--- src/verilog/eccr_pkg.sv ---
`default_nettype none
package eccr_pkg;
   localparam logic [15:0] ADDR_REV = 16'h7f06;
   localparam logic [15:0] ADDR_ID = 16'h7f07;
   localparam logic [15:0] ADDR_OUTEN = 16'h7f3e;
   localparam logic [15:0] ADDR_CFG0 = 16'h7ff4;
   localparam logic [15:0] ADDR_AUXDATA = 16'h7ffa;
   localparam logic [15:0] ADDR_HOSTLATCH = 16'h7ffd;
   localparam logic [15:0] ADDR_OUTDATA = 16'h7ff1;
   localparam logic [15:0] ADDR_GATE_CLR = 16'h7ffe;
   localparam logic [15:0] ADDR_GATE_SET = 16'h7fff;
   localparam logic [15:0] SCRATCH_RAM_BASE = 16'h7d00;
   localparam logic [15:0] SCRATCH_ROM_BASE = 16'h0000;
   localparam logic [7:0] CFG0_RESET = 8'h00;
   localparam logic [7:0] CFG0_WMASK = 8'hbf;
   localparam logic [7:0] HOST_MEM_LOAD = 8'h07;
   localparam int CFG_SLEEP = 0;
   localparam int CFG_GATE_ASSIST = 1;
   localparam int CFG_HOST_SRC = 2;
   localparam int CFG_MEM_MAP = 3;
   localparam int CFG_PS_TWO_ENGINE_SELECT = 4;
   localparam int CFG_IRQ_GATE = 5;
   localparam int CFG_AUX_HW = 7;
   localparam int OE_CLK32 = 0;
   localparam int OE_RST = 1;
   localparam int OE_MAIN_SUPPLY_OK_PIN = 2;
   localparam int OE_OVRD = 3;
   localparam int FORCE_NS = 100;
   localparam int CLK_NS = 4;
   localparam int FORCE_CYC = FORCE_NS / CLK_NS;
   typedef enum logic [1:0] {ECCR_RUN, ECCR_COUNT, ECCR_HANDED} eccr_state_t;
endpackage
`default_nettype wire

--- src/verilog/eccr_regs.sv ---
// Functional notes
// [RL1] hardwired revision code, read only
// [RL2] read-only part identifier register
// [RL3] aux hw bit: data write sets aux flag
// [RL4] gate bit routes full flags to irqs
// [RL5] firmware keeps gate stable while full
// [RL6] memory map bit moves scratch area
// [RL7] host flag source: latch or data write
// [RL8] engine select picks ps/2 logic
// [RL9] assist bit gives firmware gatea20
// [RL10] power control bit picks idle/sleep
// [RL11] sleep select cleared by wake, reset
// [RL12] output enable reset values per plane
// [RL13] power fail forces reset bit, locked
// [RL14] power good readback bit
// [RL15] override drives reset pin directly
// [RL16] clearing reset bit starts stop count
// [RL17] count zero releases pin, stops clock
// [RL18] clock output bit gates slow clock
// [RL19] power fail beats high, low priority
// [RL20] wake trigger: fixed, select, either
// [RL21] reset pin undriven without main plane
// [RL22] clear sets stop flag, host mem bits
// [RL23] reserved bits read zero
`default_nettype none
module eccr_regs
   import eccr_pkg::*;
#(
   parameter logic [7:0] REVISION = 8'h01, // arbitrary value
   parameter logic [7:0] PART_ID = 8'h5a, // arbitrary value
   parameter int WAKE_N = 4
) (
   input wire logic clk,
   input wire logic nrst,
   input wire logic main_plane_nrst,
   input wire logic main_plane_present,
   input wire logic [15:0] addr,
   input wire logic wr,
   input wire logic rd,
   input wire logic [7:0] wdata,
   output logic [7:0] rdata,
   input wire logic main_supply_ok_pin,
   input wire logic host_gate_event,
   input wire logic host_gate_value,
   input wire logic obf_status,
   input wire logic [7:0] stop_count_value,
   input wire logic stop_count_zero,
   output logic stop_count_load,
   input wire logic slow_clock_in,
   input wire logic core_power_control_set,
   input wire logic [WAKE_N-1:0] wake_in,
   input wire logic [WAKE_N-1:0] wake_edge_sel,
   input wire logic [WAKE_N-1:0] wake_either,
   input wire logic [WAKE_N-1:0] wake_fixed,
   input wire logic [WAKE_N-1:0] wake_mask,
   input wire logic pfi_req,
   input wire logic pfi_en,
   input wire logic hi_req,
   input wire logic lo_req,
   output logic [1:0] irq_grant,
   output logic wake_event,
   output logic keyboard_irq_line,
   output logic mouse_irq_line,
   output logic aux_output_full_flag,
   output logic host_output_full_flag,
   output logic scratch_map_rom,
   output logic [15:0] scratch_base,
   output logic ps_two_engine_select,
   output logic hardware_ps_two_channels,
   output logic gate_a20,
   output logic enter_idle,
   output logic enter_sleep,
   output logic controller_stop_clock_flag,
   output logic [7:0] host_memory_select,
   output logic internal_reset,
   output logic system_reset_pin,
   output logic system_reset_pin_n_oe,
   output logic slow_clock_output_pin,
   output logic controller_clock_stop,
   output logic flash_to_host
);
   // -------------------------------------------------
   // reset and pin synchronisers
   // -------------------------------------------------
   logic rst_s1, rst_n;
   logic pg_s1, pg_s2, sc_s1, sc_s2, mp_s1, mp_s2;
   logic [WAKE_N-1:0] wk_s1, wk_s2, wk_d;
   always_ff @(posedge clk or negedge nrst) begin
      if (!nrst) begin
         rst_s1 <= 1'b0;
         rst_n <= 1'b0;
      end else begin
         rst_s1 <= 1'b1;
         rst_n <= rst_s1;
      end
   end
   always_ff @(posedge clk or negedge rst_n) begin
      if (!rst_n) begin
         pg_s1 <= 1'b0;
         pg_s2 <= 1'b0;
         sc_s1 <= 1'b0;
         sc_s2 <= 1'b0;
         mp_s1 <= 1'b0;
         mp_s2 <= 1'b0;
         wk_s1 <= '0;
         wk_s2 <= '0;
         wk_d <= '0;
      end else begin
         pg_s1 <= main_supply_ok_pin;
         pg_s2 <= pg_s1;
         sc_s1 <= slow_clock_in;
         sc_s2 <= sc_s1;
         mp_s1 <= main_plane_present;
         mp_s2 <= mp_s1;
         wk_s1 <= wake_in;
         wk_s2 <= wk_s1;
         wk_d <= wk_s2;
      end
   end

   // -------------------------------------------------
   // wake triggers and priority
   // -------------------------------------------------
   logic [WAKE_N-1:0] rise, fall, trig;
   always_comb begin
      rise = wk_s2 & ~wk_d;
      fall = ~wk_s2 & wk_d;
      for (int i = 0; i < WAKE_N; i++) begin
         if (wake_either[i]) begin
            trig[i] = rise[i] | fall[i]; // [RL20]
         end else if (wake_fixed[i]) begin
            trig[i] = fall[i]; // [RL20]
         end else begin
            trig[i] = wake_edge_sel[i] ? rise[i] : fall[i]; // [RL20]
         end
      end
      wake_event = |(trig & ~wake_mask);
      // 0 none, 1 low, 2 high, 3 power fail
      if (pfi_req && pfi_en) begin
         irq_grant = 2'd3; // [RL19]
      end else if (hi_req) begin
         irq_grant = 2'd2; // [RL19]
      end else if (lo_req) begin
         irq_grant = 2'd1; // [RL19]
      end else begin
         irq_grant = 2'd0;
      end
   end

   // -------------------------------------------------
   // register state
   // -------------------------------------------------
   logic [7:0] cfg_reg, cfg_next;
   logic aux_reg, aux_next, host_reg, host_next, latch_reg, latch_next;
   logic gate_reg, gate_next, fw_gate_reg, fw_gate_next;
   logic rst_bit_reg, rst_bit_next, ovrd_reg, ovrd_next;
   logic clk32_reg, clk32_next, stpf_reg, stpf_next;
   logic [7:0] host_memory_select_reg, host_memory_select_next;
   logic [4:0] force_reg, force_next;
   eccr_state_t st_reg, st_next;
   logic wr_cfg, wr_oe, rst_fall;
   always_comb begin
      wr_cfg = wr && addr == ADDR_CFG0;
      wr_oe = wr && addr == ADDR_OUTEN;
      cfg_next = cfg_reg;
      aux_next = aux_reg;
      host_next = host_reg;
      latch_next = latch_reg;
      gate_next = gate_reg;
      fw_gate_next = fw_gate_reg;
      rst_bit_next = rst_bit_reg;
      ovrd_next = ovrd_reg;
      clk32_next = clk32_reg;
      stpf_next = stpf_reg;
      host_memory_select_next = host_memory_select_reg;
      force_next = force_reg;
      st_next = st_reg;
      stop_count_load = 1'b0;
      if (wr_cfg) begin
         cfg_next = wdata & CFG0_WMASK; // [RL23]
      end
      if (wake_event) begin
         cfg_next[CFG_SLEEP] = 1'b0; // [RL11]
      end
      // aux flag: hardware set wins over a same-cycle firmware clear
      if (wr && addr == ADDR_AUXDATA && cfg_reg[CFG_AUX_HW]) begin
         aux_next = 1'b1; // [RL3]
      end else if (wr && addr == ADDR_AUXDATA) begin
         aux_next = wdata[0]; // [RL3]
      end
      if (wr && addr == ADDR_HOSTLATCH) begin
         latch_next = wdata[0];
      end
      if (wr && addr == ADDR_OUTDATA) begin
         host_next = 1'b1;
      end else if (rd && addr == ADDR_OUTDATA) begin
         host_next = 1'b0;
      end
      if (wr && addr == ADDR_GATE_CLR) begin
         gate_next = 1'b0; // [RL9]
      end else if (wr && addr == ADDR_GATE_SET) begin
         gate_next = 1'b1; // [RL9]
      end else if (host_gate_event) begin
         gate_next = host_gate_value; // [RL9]
      end
      if (wr_cfg) begin
         fw_gate_next = wdata[CFG_GATE_ASSIST] ? gate_reg : fw_gate_reg;
      end
      rst_fall = 1'b0;
      if (wr_oe) begin
         ovrd_next = wdata[OE_OVRD];
         clk32_next = wdata[OE_CLK32]; // [RL18]
         if (pg_s2 && force_reg == 5'd0) begin
            rst_bit_next = wdata[OE_RST]; // [RL13]
            rst_fall = rst_bit_reg && !wdata[OE_RST];
         end
      end
      // power fail: force and hold the bit at once, count force_reg up to FORCE_CYC - 1
      if (!pg_s2) begin
         if (force_reg < 5'(FORCE_CYC - 1)) begin
            force_next = force_reg + 5'd1;
         end
         rst_bit_next = 1'b1; // [RL13]
         st_next = ECCR_RUN;
      end else begin
         force_next = 5'd0;
      end
      if (rst_fall && !ovrd_next) begin
         stpf_next = 1'b1; // [RL16] [RL22]
         host_memory_select_next = HOST_MEM_LOAD; // [RL16] [RL22]
         stop_count_load = 1'b1; // [RL16]
         st_next = ECCR_COUNT;
      end
      unique case (st_reg)
         ECCR_RUN: begin
         end
         ECCR_COUNT: begin
            if (stop_count_zero) begin
               st_next = ECCR_HANDED; // [RL17]
            end
         end
         ECCR_HANDED: begin
            if (rst_bit_next) begin
               st_next = ECCR_RUN;
            end
         end
      endcase
   end
   always_ff @(posedge clk or negedge rst_n) begin
      if (!rst_n) begin
         cfg_reg <= CFG0_RESET; // [RL11]
         aux_reg <= 1'b0;
         host_reg <= 1'b0;
         latch_reg <= 1'b0;
         gate_reg <= 1'b0;
         fw_gate_reg <= 1'b0;
         rst_bit_reg <= 1'b1; // [RL12]
         ovrd_reg <= 1'b0; // [RL12]
         clk32_reg <= 1'b0; // [RL12] [RL18]
         stpf_reg <= 1'b0;
         host_memory_select_reg <= 8'h00;
         force_reg <= 5'd0;
         st_reg <= ECCR_RUN;
      end else if (!main_plane_nrst) begin
         // main plane reset keeps the reserved-x bits as they are
         rst_bit_reg <= 1'b1; // [RL12]
         ovrd_reg <= 1'b0; // [RL12]
         st_reg <= ECCR_RUN;
      end else begin
         cfg_reg <= cfg_next;
         aux_reg <= aux_next;
         host_reg <= host_next;
         latch_reg <= latch_next;
         gate_reg <= gate_next;
         fw_gate_reg <= fw_gate_next;
         rst_bit_reg <= rst_bit_next;
         ovrd_reg <= ovrd_next;
         clk32_reg <= clk32_next;
         stpf_reg <= stpf_next;
         host_memory_select_reg <= host_memory_select_next;
         force_reg <= force_next;
         st_reg <= st_next;
      end
   end

   // -------------------------------------------------
   // outputs and read mux
   // -------------------------------------------------
   always_comb begin
      aux_output_full_flag = aux_reg;
      host_output_full_flag = cfg_reg[CFG_HOST_SRC] ? latch_reg
                                                    : host_reg; // [RL7]
      keyboard_irq_line = cfg_reg[CFG_IRQ_GATE]
                          & host_output_full_flag; // [RL4]
      mouse_irq_line = cfg_reg[CFG_IRQ_GATE] & aux_reg; // [RL4]
      scratch_map_rom = cfg_reg[CFG_MEM_MAP]; // [RL6]
      scratch_base = cfg_reg[CFG_MEM_MAP] ? SCRATCH_ROM_BASE
                                          : SCRATCH_RAM_BASE; // [RL6]
      ps_two_engine_select = !cfg_reg[CFG_PS_TWO_ENGINE_SELECT]; // [RL8]
      hardware_ps_two_channels = cfg_reg[CFG_PS_TWO_ENGINE_SELECT]; // [RL8]
      gate_a20 = cfg_reg[CFG_GATE_ASSIST] ? fw_gate_reg : gate_reg; // [RL9]
      enter_idle = core_power_control_set & !cfg_reg[CFG_SLEEP]; // [RL10]
      enter_sleep = core_power_control_set & cfg_reg[CFG_SLEEP]; // [RL10]
      controller_stop_clock_flag = stpf_reg;
      host_memory_select = host_memory_select_reg;
      internal_reset = ovrd_reg ? rst_bit_reg
                                : (st_reg != ECCR_HANDED); // [RL15]
      system_reset_pin = !internal_reset; // [RL15] [RL17]
      system_reset_pin_n_oe = !mp_s2; // [RL21]
      slow_clock_output_pin = clk32_reg & sc_s2; // [RL18]
      controller_clock_stop = !ovrd_reg && st_reg == ECCR_HANDED; // [RL17]
      flash_to_host = controller_clock_stop; // [RL17]
      unique case (addr)
         ADDR_REV: rdata = REVISION; // [RL1]
         ADDR_ID: rdata = PART_ID; // [RL2]
         ADDR_CFG0: rdata = cfg_reg; // [RL23]
         ADDR_OUTEN: rdata = {4'h0, ovrd_reg, pg_s2, rst_bit_reg,
                              clk32_reg}; // [RL14] [RL23]
         default: rdata = 8'h00;
      endcase
   end
   logic unused;
   assign unused = obf_status ^ (|stop_count_value) ^ st_next[0];
endmodule
`default_nettype wire

--- config.mk ---
export PLATFORM = sky130hd
export DESIGN_NAME = eccr_regs
export DESIGN_NICKNAME = d
export VERILOG_FILES = /design/src/verilog/eccr_pkg.sv /design/src/verilog/eccr_regs.sv
export SDC_FILE = /design/constraint.sdc
export NUM_CORES = 1
export LEC_CHECK = 0
export ABC_AREA = 1
export BUFFER_PORTS_ARGS = -buffer_cell sky130_fd_sc_hd__buf_2
export CORE_MARGIN = 1
export CORE_UTILIZATION = 47
export CTS_CLUSTER_SIZE = 16
export DETAILED_ROUTE_END_ITERATION = 16
export PLACE_DENSITY_LB_ADDON = 0.2
export SKIP_CTS_REPAIR_TIMING = 1
export SYNTH_ARGS = -nofsm -noshare
export SYNTH_HDL_FRONTEND = slang
export SYNTH_SLANG_ARGS = --single-unit
--- constraint.sdc ---
create_clock -name clk -period 1.8 [get_ports clk]
set_clock_uncertainty 0.05 [all_clocks]
set_input_delay 0.36 -clock clk [delete_from_list [all_inputs] [get_ports clk]]
set_output_delay 0.36 -clock clk [all_outputs]
set_load 0.005 [all_outputs]
# Word-level counts from Yosys, hierarchy flattened
# Cells that the tools add are included.
# op_classes
magnitude_cmp	1
n_mux	46
n_addsub	1
eq_ne	12
n_reduce_logical	38
n_bitwise	15
# ops
cell	n
equality test 16 x 15 -> 1 bit, second input constant	9
2-to-1 mux 1 bit	34
one-hot mux 8 bit (4 select lines)	1
AND reduction 2 bit	9
2-to-1 mux 15 bit	1
logical AND 1 bit	14
2-to-1 mux 2 bit	7
AND 4 bit	3
inverter 4 bit	3
2-to-1 mux 5 bit	2
nonzero test 2 bit	4
zero test 1 bit	7
adder 5 x 1 -> 5 bit, second input constant	1
AND 1 bit	5
zero test 5 bit	1
< comparator 5 bit, second input constant	1
bitwise OR 1 bit	4
one-hot mux 2 bit (2 select lines)	1
OR reduction 4 bit	1
AND reduction 3 bit	1
nonzero test 3 bit	1
equality test 2 x 1 -> 1 bit, second input constant	1
equality test 2 bit, second input constant	1
inequality test 2 bit, second input constant	1
# totals
ff_bits	44
output_inout_bits	53
input_bits	69
elab_cells	138

# Longest topological paths before layout
# depth
depth_word	9
mapped_depth	13
mapped_depth_nobuf	13

# Least setup slack after synthesis
# OpenSTA, ideal clock, no wires.
# synth_timing
path_type	input-to-output
from	in addr[15]
to	out rdata[0]
setup_slack_ns	0.183
stages	7
t_arrival_ns	1.207
path_cell_list	inv_1 nand4_1 nor2_4 nand3_1 nor2_2 inv_1 o21ai_0
# synth_via
elab_chain_cells	2
word_cells_on_any_way	5
# synth_lines
item	line_no	text
start: declaration	eccr_regs.sv:37	input wire logic [15:0] addr,
equality test 16 x 15 -> 1 bit	eccr_regs.sv:313	unique case (addr)
one-hot mux 8 bit (4 select lines) *	eccr_regs.sv:313	
end: declaration	eccr_regs.sv:41	output logic [7:0] rdata,
# Every way passes the cells marked *; elsewhere a longest branch is shown, timed or not.

# Final worst setup path
# layout_timing
from	reg force_reg[1]
to	out stop_count_load
# layout_via
elab_chain_cells	6
# layout_lines
item	line_no	text
start: declaration	eccr_regs.sv:159	logic [4:0] force_reg, force_next;
start signal: assignment	eccr_regs.sv:281	force_reg <= force_next;
zero test 5 bit	eccr_regs.sv:213	if (pg_s2 && force_reg == 5'd0) begin
logical AND 1 bit	eccr_regs.sv:213	
2-to-1 mux 1 bit	eccr_regs.sv:213	
2-to-1 mux 1 bit	eccr_regs.sv:210	if (wr_oe) begin
logical AND 1 bit	eccr_regs.sv:228	if (rst_fall && !ovrd_next) begin
2-to-1 mux 1 bit	eccr_regs.sv:228	
end: declaration	eccr_regs.sv:48	output logic stop_count_load,
# Every way passes these cells.

==> reports/qor.csv <==
metric,value,unit
status,"complete, but fails checks",
failed_checks,negative setup slack,
instances_no_fill,528,
crit_slowest_cell,dfrtp_1,
wl_per_cell,11.4,um
p_leak,2.03,nW
finalCritPeriodShare,111,%
crit_chain,"inv_2, ha_4, nand2_2, inv_2, nand3_2, inv_2, nand4_1, nor4_2, buf_2",
crit_top_cell,inv_2,
detail_route.vias_per_cell,4.73,
postSynthAreaPerCell,7.99,sq um
stdcell_area,3690,sq um
synth.most_common_cell,inv_1,
tritoncts,built,
vias,2498,
critPathBufInv,4,
placed_area,3290,sq um
finalSetupViolations,10,
numPortBuffers,96,
synth-edff-count,0,
hold_path_class,in -> reg,
place_ws,-0.137,ns
synthTopCellsByCount,"64 x inv_1, 55 x nand2_1, 42 x dfrtp_1",
grt_pass1_wl,9450,um
synth.area.top_cells,"dfrtp_1 40%, inv_1 9.1%, nand2_1 7.8%",
synth_area,2640,sq um
drv_cap,0,
max-vdd-ir-drop,0.474,mV
clk_latency,0.29,ns
fp.coreArea,5270,sq um
grt_use_total,20.0,%
nets,538,
cts.sinks,43,
synth-seq-area-share,40.8,%
r2r_setup_slack,0.30,ns
critPathCaptureType,output port,
drt-pass1-iter-count,4,
die-area,5920,sq um
antenna_found_initial,0,
yosysTopAreaCellShare,39.8,%
synthFlopType,dfrtp_1,
drc,0,
rsz0062_at_grt,yes,
routed_wirelength,6030,um
grt_pass1_vias,2246,
power.density,549,nW/um^2
critPathTopFamily,flip-flops,
drt_iter0_markers,114,
period_needed,2.00,ns
gp_congestion,0.901,
finalPower,2.02,mW
dp.cells,510,
yosysTopAreaCell,dfrtp_1,
start_util,50.0,%
yosysWarnings,0,
largest_reg_flops,7,
cts_buffers,5,
postRouteAntennaNets,0,
die_y,76.9,um
async_flop_share,100,%
diodes,0,
worstPathArrival,1.59,ns
grt_max_degree,22,
drive_above_1_share,49.6,%
ios,122,
area_growth,39.9,%
synth_seq_cells,43,
worstPathRequired,1.39,ns
layout_setup_ws,-0.201,ns
ys_types,33,
die_w,76.9,um
root_buffer,clkbuf_8,
tns,-0.873,ns
clockBufferDepth,2,
clk_pin_slew,0.08,ns
cp_max_fo,2,
final_util,70.0,%
critPathKind,reg -> out,
cp_slowest_stage_delay,0.41,ns
crit_path_start_kind,flip-flop,
netlist_instances,330,
cts_htree_levels,2,
finalHoldViolations,0,
rows,26,
hpwlAfterDp,4680,um
hold_slack,0.118,ns
grt_overflow_total,0,
drv_slew,0,
fmax,500,MHz
layout by cell type, fill, tap and decap left out, types with 2 or more instances in the layout:
master | synthesis | routed
ha_1 | 12 | 5
ha_4 | 0 | 4
nand4_1 | 10 | 10
inv_1 | 64 | 50
nor2_1 | 22 | 19
nand3_2 | 5 | 10
o21ai_1 | 2 | 7
o21ai_0 | 20 | 13
inv_2 | 4 | 15
buf_2 | 2 | 92
buf_12 | 0 | 2
clkbuf_8 | 0 | 6
o21bai_1 | 3 | 3
a21oi_1 | 11 | 6
ha_2 | 0 | 3
nor3_1 | 4 | 4
buf_4 | 24 | 31
nor2_4 | 3 | 6
nand3_1 | 14 | 9
inv_4 | 0 | 3
nand2_2 | 6 | 15
o21ai_2 | 1 | 3
nor2_2 | 8 | 8
conb_1 | 2 | 16
dfrtp_1 | 42 | 41
a21oi_2 | 5 | 10
nand2_1 | 55 | 45
buf_6 | 1 | 7
cell families after synthesis:
group                    after synthesis  share of synthesized area, %
other                                  2                         0.285
AO/OA/AOI/OAI                         46                          10.8
buffers and inverters                 95                          17.3
adder cells (fa/ha/maj)               12                          5.69
XOR/XNOR                               1                         0.332
AND/OR/NAND/NOR                      131                          24.8
flip-flops                            43                          40.8
power breakdown:
group          total (mW)  switching, mW  internal [mW]  leakage, nW
Combinational       0.347          0.181          0.166         1.47
Clock               0.648          0.335          0.313       0.0474
Sequential           1.03         0.0301           1.00        0.509
path summary, 6_finish.rpt:
path                                          from               to  cells after the start
worst max-delay path                  force_reg[1]  stop_count_load                      9
max in group asynchronous                    rst_n      rst_bit_reg                      1
worst min-delay path            main_supply_ok_pin            pg_s1                      1
min in group asynchronous                    rst_n            mp_s1                      0
worst min register to register               rst_n            mp_s1                      0
worst max register to register        force_reg[1]        st_reg[1]                     13
metal layers:
metal	vias to the layer above	track usage [%]	routed length, um
met5	-	0	0
met4	0	5.19	53
met3	6	4.17	321
met2	85	35.8	3090
met1	1165	24.2	2560
li1	1242	-	-
final cells by class:
| class | count | area, sq um |
|---|---|---|
| multi-input cells | 206 | 1340 |
| clock inverters | 2 | 16.3 |
| fillers | 453 | 1580 |
| flip-flops and latches | 43 | 1080 |
| repair buffers | 133 | 822 |
| well taps | 70 | 87.6 |
| clock buffers | 6 | 82.6 |
| inverters | 68 | 263 |
(Power assumes the default switching activity.)
